[src/hdl/hub_port_defines.svh]
// Register offsets, field positions and reset values of the port control block
// Assumes one 8-bit register per aligned 32-bit Avalon word
`ifndef HUB_PORT_DEFINES_SVH
`define HUB_PORT_DEFINES_SVH
`define NUM_PORTS 7
`define NUM_FORCED_PORTS 4
`define ADDR_W 4
`define OFF_ENABLE 4'h0
`define OFF_LINE_FORCE 4'h1
`define OFF_FLOW_14 4'h2
`define OFF_FLOW_57 4'h3
`define OFF_SE0 4'h4
`define OFF_DATA 4'h5
`define OFF_SPEED 4'h6
`define OFF_HUB_CTRL 4'h7
`define HUB_CTRL_SUSPEND 0
`define HUB_CTRL_INT_EN 1
`define HUB_CTRL_MASK 8'h03
`define RESET_BYTE 8'h00
`define FORCE_57_MASK 8'h3F
`define PORT_MASK 8'h7F
`endif

[src/hdl/hub_port_pkg.sv]
// Types shared by the downstream port control block
// Assumes hub_port_defines.svh supplies the numeric constants
package hub_port_pkg;
   typedef enum logic [1:0] {
      LINE_NORMAL = 2'b00,
      LINE_DIFF_ONE = 2'b01,
      LINE_DIFF_ZERO = 2'b10,
      LINE_SE0 = 2'b11
   } line_force_e;
   typedef enum logic [1:0] {
      BUS_IDLE = 2'b00,
      BUS_WAIT = 2'b01,
      BUS_DONE = 2'b10
   } bus_state_e;
endpackage

[src/hdl/hub_port_control.sv]
// Downstream port enable, babble cut-off, pin forcing and line readback
// Assumes repeater supplies per-port line states synchronous to i_clock
`timescale 1ns/1ns
`include "hub_port_defines.svh"

// What this block does
// - Set enable bit opens port both ways
// - Enabled port repeats upstream unless babbling or suspended
// - No full-speed downstream traffic to low-speed port
// - Enable write waits for packet end
// - Suspended hub raises interrupt on connect change
// - Enable register: bits 0-6 ports, bit 7 reserved
// - Device and bus reset clear enables
// - Non-idle traffic at EOF2 disables port
// - Upstream still connected at EOF2 disables port
// - Two-bit line force code per port 1-4
// - Device reset clears line force register
// - Forced states use speed-matched edge rate
// - Two force-low registers, one bit per pin
// - Force-low unshaped and kept during suspend
// - Data bit shows differential state only
// - Data bit holds value across SE0
// - Resets clear SE0 status and data
// - SE0 status bits 0-6, bit 7 zero
module hub_port_control (
   input wire logic i_clock,
   input wire logic i_rst_b,
   input wire logic i_usb_bus_reset,
   input wire logic [3:0] i_avs_address,
   input wire logic i_avs_read,
   input wire logic i_avs_write,
   input wire logic [31:0] i_avs_writedata,
   input wire logic [3:0] i_avs_byteenable,
   output logic [31:0] o_avs_readdata,
   output logic o_avs_waitrequest,
   input wire logic i_packet_active,
   input wire logic i_eof2,
   input wire logic i_upstream_open,
   input wire logic i_upstream_full_speed,
   input wire logic [6:0] i_port_suspended,
   input wire logic [6:0] i_port_non_idle,
   input wire logic [6:0] i_port_dp,
   input wire logic [6:0] i_port_dm,
   input wire logic i_connect_change,
   output logic [6:0] o_port_enabled,
   output logic [6:0] o_down_repeat,
   output logic [6:0] o_up_repeat,
   output logic [6:0] o_drive_oe,
   output logic [6:0] o_drive_dp,
   output logic [6:0] o_drive_dm,
   output logic [6:0] o_drive_slow_edge,
   output logic [6:0] o_dp_force_low,
   output logic [6:0] o_dm_force_low,
   output logic o_hub_irq
);
   logic [7:0] port_enable_mask;
   logic [7:0] pending_enable;
   logic pending_valid;
   logic [7:0] port_line_force_control;
   logic [7:0] pin_force_low_ports_1_4;
   logic [7:0] pin_force_low_ports_5_7;
   logic [7:0] port_speed;
   logic [7:0] hub_ctrl;
   logic [6:0] se0_status;
   logic [6:0] line_data;
   logic [6:0] babble;
   logic [6:0] next_enable;
   logic [13:0] force_low_bits;
   logic [7:0] wr_byte;
   logic bus_go;
   hub_port_pkg::bus_state_e bus_state;

   // Two wait cycles before acking keep read data from a settled register
   always_ff @(posedge i_clock) begin
      if (!i_rst_b) begin
         bus_state <= hub_port_pkg::BUS_IDLE;
      end else begin
         unique case (bus_state)
            hub_port_pkg::BUS_IDLE: begin
               if (i_avs_read || i_avs_write) begin
                  bus_state <= hub_port_pkg::BUS_WAIT;
               end
            end
            hub_port_pkg::BUS_WAIT: begin
               bus_state <= hub_port_pkg::BUS_DONE;
            end
            hub_port_pkg::BUS_DONE: begin
               bus_state <= hub_port_pkg::BUS_IDLE;
            end
            default: begin
               bus_state <= hub_port_pkg::BUS_IDLE;
            end
         endcase
      end
   end

   // Waitrequest drops for the single cycle in BUS_DONE
   always_ff @(posedge i_clock) begin
      if (!i_rst_b) begin
         o_avs_waitrequest <= 1'b1;
      end else begin
         o_avs_waitrequest <= !(bus_state == hub_port_pkg::BUS_WAIT);
      end
   end

   assign bus_go = (bus_state == hub_port_pkg::BUS_DONE) && !o_avs_waitrequest;
   assign wr_byte = i_avs_byteenable[0] ? i_avs_writedata[7:0] : 8'h00;

   // Babble: non-idle at EOF2, or upstream path still open at EOF2
   always_comb begin
      babble = '0;
      if (i_eof2) begin
         babble = port_enable_mask[6:0] &
            (i_port_non_idle | {7{i_upstream_open}});
      end
   end

   // Enable writes apply at once when idle, else after the packet ends
   always_comb begin
      next_enable = port_enable_mask[6:0];
      if (pending_valid && !i_packet_active) begin
         next_enable = pending_enable[6:0];
      end
      next_enable = next_enable & ~babble;
   end

   always_ff @(posedge i_clock) begin
      if (!i_rst_b || i_usb_bus_reset) begin
         port_enable_mask <= `RESET_BYTE;
         pending_valid <= 1'b0;
         pending_enable <= `RESET_BYTE;
      end else if (bus_go && i_avs_write && i_avs_byteenable[0] &&
                   i_avs_address == `OFF_ENABLE) begin
         pending_enable <= wr_byte & `PORT_MASK;
         pending_valid <= i_packet_active;
         if (!i_packet_active) begin
            port_enable_mask <= {1'b0, (wr_byte[6:0] & ~babble)};
         end else begin
            port_enable_mask <= {1'b0, next_enable};
         end
      end else begin
         port_enable_mask <= {1'b0, next_enable};
         if (!i_packet_active) begin
            pending_valid <= 1'b0;
         end
      end
   end

   // Plain firmware registers; line force survives bus reset
   always_ff @(posedge i_clock) begin
      if (!i_rst_b) begin
         port_line_force_control <= `RESET_BYTE;
         pin_force_low_ports_1_4 <= `RESET_BYTE;
         pin_force_low_ports_5_7 <= `RESET_BYTE;
         hub_ctrl <= `RESET_BYTE;
      end else if (bus_go && i_avs_write && i_avs_byteenable[0]) begin
         unique case (i_avs_address)
            `OFF_LINE_FORCE: port_line_force_control <= wr_byte;
            `OFF_FLOW_14: pin_force_low_ports_1_4 <= wr_byte;
            `OFF_FLOW_57: pin_force_low_ports_5_7 <= wr_byte &
               `FORCE_57_MASK;
            `OFF_HUB_CTRL: hub_ctrl <= wr_byte & `HUB_CTRL_MASK;
            default: ;
         endcase
      end
   end

   // Speed register is cleared by bus reset as well
   always_ff @(posedge i_clock) begin
      if (!i_rst_b || i_usb_bus_reset) begin
         port_speed <= `RESET_BYTE;
      end else if (bus_go && i_avs_write && i_avs_byteenable[0] &&
                   i_avs_address == `OFF_SPEED) begin
         port_speed <= wr_byte & `PORT_MASK;
      end
   end

   // Line readback: SE0 flag and differential data held through SE0
   always_ff @(posedge i_clock) begin
      if (!i_rst_b || i_usb_bus_reset) begin
         se0_status <= '0;
         line_data <= '0;
      end else begin
         se0_status <= ~i_port_dp & ~i_port_dm;
         // Per-bit hold, so a port in SE0 never follows another port's data
         line_data <= ((i_port_dp ^ i_port_dm) & i_port_dp) |
            (~(i_port_dp ^ i_port_dm) & line_data);
      end
   end

   // Read mux; unmapped offsets read zero
   always_ff @(posedge i_clock) begin
      if (!i_rst_b) begin
         o_avs_readdata <= '0;
      end else begin
         unique case (i_avs_address)
            `OFF_ENABLE: o_avs_readdata <= {24'h000000, port_enable_mask};
            `OFF_LINE_FORCE:
               o_avs_readdata <= {24'h000000, port_line_force_control};
            `OFF_FLOW_14:
               o_avs_readdata <= {24'h000000, pin_force_low_ports_1_4};
            `OFF_FLOW_57:
               o_avs_readdata <= {24'h000000, pin_force_low_ports_5_7};
            `OFF_SE0: o_avs_readdata <= {25'h0000000, se0_status};
            `OFF_DATA: o_avs_readdata <= {25'h0000000, line_data};
            `OFF_SPEED: o_avs_readdata <= {24'h000000, port_speed};
            `OFF_HUB_CTRL: o_avs_readdata <= {24'h000000, hub_ctrl};
            default: o_avs_readdata <= '0;
         endcase
      end
   end

   // Repeater gating per port
   always_ff @(posedge i_clock) begin
      if (!i_rst_b) begin
         o_port_enabled <= '0;
         o_down_repeat <= '0;
         o_up_repeat <= '0;
      end else begin
         o_port_enabled <= port_enable_mask[6:0];
         o_down_repeat <= port_enable_mask[6:0] & ~i_port_suspended &
            ~(port_speed[6:0] & {7{i_upstream_full_speed}});
         o_up_repeat <= port_enable_mask[6:0] & ~i_port_suspended &
            ~babble;
      end
   end

   assign force_low_bits = {pin_force_low_ports_5_7[5:0],
                            pin_force_low_ports_1_4};

   // Pin forcing: code-driven ports 1-4 use the speed edge rate
   genvar g;
   generate
      for (g = 0; g < `NUM_PORTS; g++) begin : g_pin
         logic [1:0] code;
         if (g < `NUM_FORCED_PORTS) begin : g_code
            assign code = port_line_force_control[2*g+1:2*g];
         end else begin : g_nocode
            assign code = 2'b00;
         end
         always_ff @(posedge i_clock) begin
            if (!i_rst_b) begin
               o_drive_oe[g] <= 1'b0;
               o_drive_dp[g] <= 1'b0;
               o_drive_dm[g] <= 1'b0;
               o_drive_slow_edge[g] <= 1'b0;
               o_dp_force_low[g] <= 1'b0;
               o_dm_force_low[g] <= 1'b0;
            end else begin
               o_drive_oe[g] <= (code != hub_port_pkg::LINE_NORMAL);
               o_drive_dp[g] <= (code == hub_port_pkg::LINE_DIFF_ONE);
               o_drive_dm[g] <= (code == hub_port_pkg::LINE_DIFF_ZERO);
               o_drive_slow_edge[g] <= port_speed[g];
               // Unshaped and independent of suspend state
               o_dp_force_low[g] <= force_low_bits[2*g+1];
               o_dm_force_low[g] <= force_low_bits[2*g];
            end
         end
      end
   endgenerate

   // Connect change while suspended raises interrupt only if interrupt enable is set
   always_ff @(posedge i_clock) begin
      if (!i_rst_b) begin
         o_hub_irq <= 1'b0;
      end else begin
         o_hub_irq <= i_connect_change && hub_ctrl[`HUB_CTRL_SUSPEND] &&
            hub_ctrl[`HUB_CTRL_INT_EN];
      end
   end

   property p_babble_clears;
      @(posedge i_clock) disable iff (!i_rst_b)
      (i_eof2 && i_upstream_open && !i_usb_bus_reset) |=>
         (port_enable_mask[6:0] == 7'h00);
   endproperty
   a_babble_clears: assert property (p_babble_clears)
      else $error("enable survived open upstream at EOF2");

   property p_babble_one_port;
      @(posedge i_clock) disable iff (!i_rst_b)
      (i_eof2 && !i_upstream_open && !pending_valid && !bus_go &&
       !i_usb_bus_reset) |=>
         (port_enable_mask[6:0] == ($past(port_enable_mask[6:0]) &
          ~$past(i_port_non_idle)));
   endproperty
   a_babble_one_port: assert property (p_babble_one_port)
      else $error("babble changed wrong enable bits");

   property p_bus_reset;
      @(posedge i_clock) disable iff (!i_rst_b)
      i_usb_bus_reset |=> (port_enable_mask == 8'h00 && se0_status == 7'h00
         && line_data == 7'h00);
   endproperty
   a_bus_reset: assert property (p_bus_reset)
      else $error("bus reset did not clear state");

   property p_reserved_zero;
      @(posedge i_clock) disable iff (!i_rst_b)
      !port_enable_mask[7] && !pin_force_low_ports_5_7[7];
   endproperty
   a_reserved_zero: assert property (p_reserved_zero)
      else $error("reserved bit set");

   property p_no_fs_to_ls;
      @(posedge i_clock) disable iff (!i_rst_b)
      i_upstream_full_speed ##1 i_upstream_full_speed |->
         ((o_down_repeat & $past(port_speed[6:0])) == 7'h00);
   endproperty
   a_no_fs_to_ls: assert property (p_no_fs_to_ls)
      else $error("full speed sent to low speed port");

   property p_hold_se0;
      @(posedge i_clock) disable iff (!i_rst_b || i_usb_bus_reset)
      (i_port_dp[0] == i_port_dm[0]) |=>
         (line_data[0] == $past(line_data[0]));
   endproperty
   a_hold_se0: assert property (p_hold_se0)
      else $error("data bit moved during SE0");

   property p_wait_packet;
      @(posedge i_clock) disable iff (!i_rst_b || i_usb_bus_reset)
      (pending_valid && i_packet_active && !i_eof2) |=>
         (port_enable_mask == $past(port_enable_mask)) || bus_go;
   endproperty
   a_wait_packet: assert property (p_wait_packet)
      else $error("enable applied mid packet");

   property p_irq;
      @(posedge i_clock) disable iff (!i_rst_b)
      (i_connect_change && hub_ctrl[0] && hub_ctrl[1]) |=> o_hub_irq;
   endproperty
   a_irq: assert property (p_irq)
      else $error("suspended connect gave no interrupt");

   property p_ack_two;
      @(posedge i_clock) disable iff (!i_rst_b)
      (bus_state == hub_port_pkg::BUS_IDLE && i_avs_read) |=>
         o_avs_waitrequest ##1 !o_avs_waitrequest;
   endproperty
   a_ack_two: assert property (p_ack_two)
      else $error("bus ack not at second edge");

   c_babble: cover property (@(posedge i_clock) |babble);
   c_pending: cover property (@(posedge i_clock)
      pending_valid ##1 !pending_valid);
   c_force: cover property (@(posedge i_clock) |o_drive_oe);
   c_irq: cover property (@(posedge i_clock) o_hub_irq);
endmodule

[config.mk]
export PLATFORM = sky130hd
export DESIGN_NAME = hub_port_control
export DESIGN_NICKNAME = d
export VERILOG_FILES = /design/src/hdl/hub_port_pkg.sv /design/src/hdl/hub_port_control.sv
export VERILOG_INCLUDE_DIRS = /design/src /design/src/hdl
export SDC_FILE = /design/constraint.sdc
export NUM_CORES = 1
export LEC_CHECK = 0
export BUFFER_PORTS_ARGS = -buffer_cell sky130_fd_sc_hd__buf_2
export CORE_MARGIN = 5
export CORE_UTILIZATION = 45
export DETAILED_ROUTE_END_ITERATION = 7
export GPL_TIMING_DRIVEN = 0
export PLACE_DENSITY = 0.72
export SETUP_SLACK_MARGIN = 0.02
export SYNTH_ARGS = -nofsm -noshare
export SYNTH_HDL_FRONTEND = slang
export SYNTH_SLANG_ARGS = --single-unit
[constraint.sdc]
create_clock -name i_clock -period 2.5 [get_ports i_clock]
set_clock_uncertainty 0.1 [all_clocks]
set_input_delay 0.5 -clock i_clock [delete_from_list [all_inputs] [get_ports i_clock]]
set_output_delay 0.5 -clock i_clock [all_outputs]
set_load 0.05 [all_outputs]
==> impl_metrics.csv <==
group,metric,value,unit
clocking,clkTransAtPathRegs,0.06,ns
clocking,cts_htree_levels,4,
cells_and_area,syn2layout_area_growth,28.9,%
floorplan,die_area,13600,µm²
cells_and_area,fillers,967,
clocking,ctsResizeCount,0,
yosys,yosysTopAreaCell,"dfxtp_1",
critical_path,reg2reg_slack,0.27,ns
clocking,clockBufferDepth,2,
yosys,netlist_top_cells_area,"dfxtp_1, mux2i_1, buf_4, and2_1, nand2_1",
clocking,insertion_delay,0.42,ns
timing,period_share,0.894,
global_route,grt_overflow_total,0,
detailed_routing,dr.pass1.iters,5,
yosys,synth_cell_types,56,
yosys,synth_warnings,0,
cells_and_area,antenna_cells,0,
cells_and_area,final_core_util,0.599,
floorplan,core_area,11000,µm²
yosys,syn_inst,517,
timing,min_period,2.23,ns
min_path,hold_depth,2,
floorplan,pin_count,175,
timing,maxSlewViolCount,0,
floorplan,initial_core_util,0.465,
detailed_routing,via_per_inst,5.06,
yosys,synth_area,5100,µm²
min_path,worstHoldStart,"i_port_suspended[5]",
floorplan,die_w,117,µm
yosys,synth_edf_count,0,
clocking,cts_sinks,126,
critical_path,r2r_start,"bus_state[0]",
power,leakagePower,3.19,nW
floorplan,die_y,117,µm
global_route,grt.total_usage,0.216,
yosys,yosysSeqAreaShare,0.494,
place,placed_area,5960,µm²
detailed_routing,drc,0,
yosys,synthArstFlopShare,0,
clocking,cts_buffers,17,
global_route,first_global_vias,4125,
critical_path,worstSetupStartpointType,"flop",
place,port_buffers,112,
yosys,synth_seq_cells,126,
place,gp_congestion,0.908,
critical_path,r2r_end,"port_speed[3]",
global_route,grt_max_degree,17,
cells_and_area,drive_gt1_frac,0.286,
critical_path,critPathMaxFanout,7,
detailed_routing,routed_wl,14300,µm
place,dp_hpwl,10700,µm
cells_and_area,final_common_cell,"dfxtp_1",
timing,setup_violations,0,
cells_and_area,nNetsFinal,765,
power,peakVddDrop,0.000469,V
critical_path,cp.required,2.69,ns
clocking,cts_tree,"done",
global_route,antenna_found_initial,0,
cells_and_area,final_cell_mix,"dfxtp_1, buf_2, mux2i_1",
yosys,synth_top_cell_area_share,0.494,
cells_and_area,final_area,6580,µm²
timing,fin_hold_ws,0.146,ns
detailed_routing,vias,4211,
place,place_inst,801,
global_route,grt_pass1_wl,21800,µm
floorplan,fp-row-count,38,
critical_path,worstPathArrival,2.43,ns
timing,max_slew_margin,0.464,
clocking,clockRootBuffer,"clkbuf_16",
min_path,min_to,"o_down_repeat[5]",
timing,timing_hold_violations_final,0,
outcome,outcome,"finished, final reports clean",
detailed_routing,post_drt_wl_per_cell,17.2,µm
min_path,hold_path.class,"in2reg",
critical_path,path_class,"reg2reg",
run,maxCapViolCount,0,
clocking,post_cts_buffers,0,
clocking,cts_hold_buffers,0,
power,power_density,760,nW/µm²
yosys,syn_avg_cell_area,9.87,µm²
critical_path,r2r_cells,4,
timing,tightestPinTransition,0.794,ns
detailed_routing,drt_iter0_markers,383,
timing,rsz0062_at_grt,"false",
critical_path,worstSetupEndpointType,"flop",
detailed_routing,ant_nets,0,
cells_and_area,final_cells,833,
timing,fmax,0.448,GHz
yosys,synth_top_flop_cell,"dfxtp_1",
[flip-flops by register name, indices dropped and copies added, names as in the netlist, 2 cells and up, named ones only]
signal	flops
port_line_force_control	8
o_down_repeat	7
o_up_repeat	7
o_avs_readdata	8
port_enable_mask	7
o_drive_oe	4
pin_force_low_ports_5_7	6
port_speed	7
bus_state	2
pin_force_low_ports_1_4	8
o_drive_dm	4
o_drive_dp	4
o_dp_force_low	7
o_port_enabled	7
pending_enable	7
se0_status	7
o_dm_force_low	7
hub_ctrl	2
o_drive_slow_edge	7
[metal layers]
layer	share of wire	track usage	vias up	wire length (µm)
li1	-	-	2027	-
met1	0.42	0.274	1944	6050
met2	0.45	0.338	209	6510
met3	0.086	0.0560	31	1240
met4	0.036	0.113	0	514
met5	0	0	-	0
[worst max-delay path, stage by stage, from the launching register on]
cell and delay (ns):
dfxtp_1 0.33, nor4bb_1 0.70, nand4_1 0.60, mux2i_1 0.31
nor2_1 0.06
[layout make-up]
class | instances | area [µm²] | area share
Sequential cell | 126 | 2520 | 0.383
Multi-Input combinational cell | 339 | 2250 | 0.342
Clock inverter | 14 | 180 | 0.0274
Inverter | 24 | 90.1 | 0.0137
Clock buffer | 18 | 439 | 0.0667
Buffer | 60 | 364 | 0.0553
Timing Repair Buffer | 112 | 561 | 0.0852
Tap cell | 140 | 175 | 0.0266
[cell usage after synthesis, drive strengths merged, types with 4 or more instances]
cell    number
a211oi      14
a21boi       9
a21oi       10
a22oi        4
and2        36
and3b        4
buf         41
clkbuf      19
dfxtp      126
ha           7
inv         24
mux2         5
mux2i       43
nand2       41
nand3        6
nor2        40
nor2b       18
nor3         9
o21a        11
o31ai        6
[cell families (layout without fill, tap and decap cells)]
kind of cell / count (synthesis) / count (layout) / synth area share
buffers and inverters: 84 / 228 / 0.0890
adders and majority gates: 7 / 7 / 0.0172
and+or+nand+nor: 177 / 177 / 0.189
DFF: 126 / 126 / 0.494
AOI/OAI and AO/OA: 73 / 73 / 0.110
muxes: 49 / 49 / 0.0998
other: 1 / 33 / 0.000735
[metrics by stage]
step	total power [mW]	setup WS, ns	setup TNS (ns)
after floorplan	2.35	0.488	0
after global placement	2.45	-0.0340	-0.216
after detailed placement	2.46	-0.0496	-0.208
after CTS	5.01	0.339	0
after global routing	5.14	0.188	0
final	5.00	0.266	0
[worst max path at each step]
stage                                            end  cells past startpoint        startpoint
final                                  port_speed[3]                      4      bus_state[0]
after global routing                   port_speed[3]                      4      bus_state[0]
after CTS                 port_line_force_control[3]                      6  i_avs_address[1]
after detailed placement  port_line_force_control[6]                      6  i_avs_address[1]
after global placement    port_line_force_control[0]                      6  i_avs_address[1]
after floorplan                    pending_enable[0]                      6  i_avs_address[3]
[power by group]
part | internal, mW | switching, mW
sequential | 2.02 | 0.00795
clock | 1.61 | 0.967
combinational | 0.126 | 0.267
(Power assumes the default switching activity.)
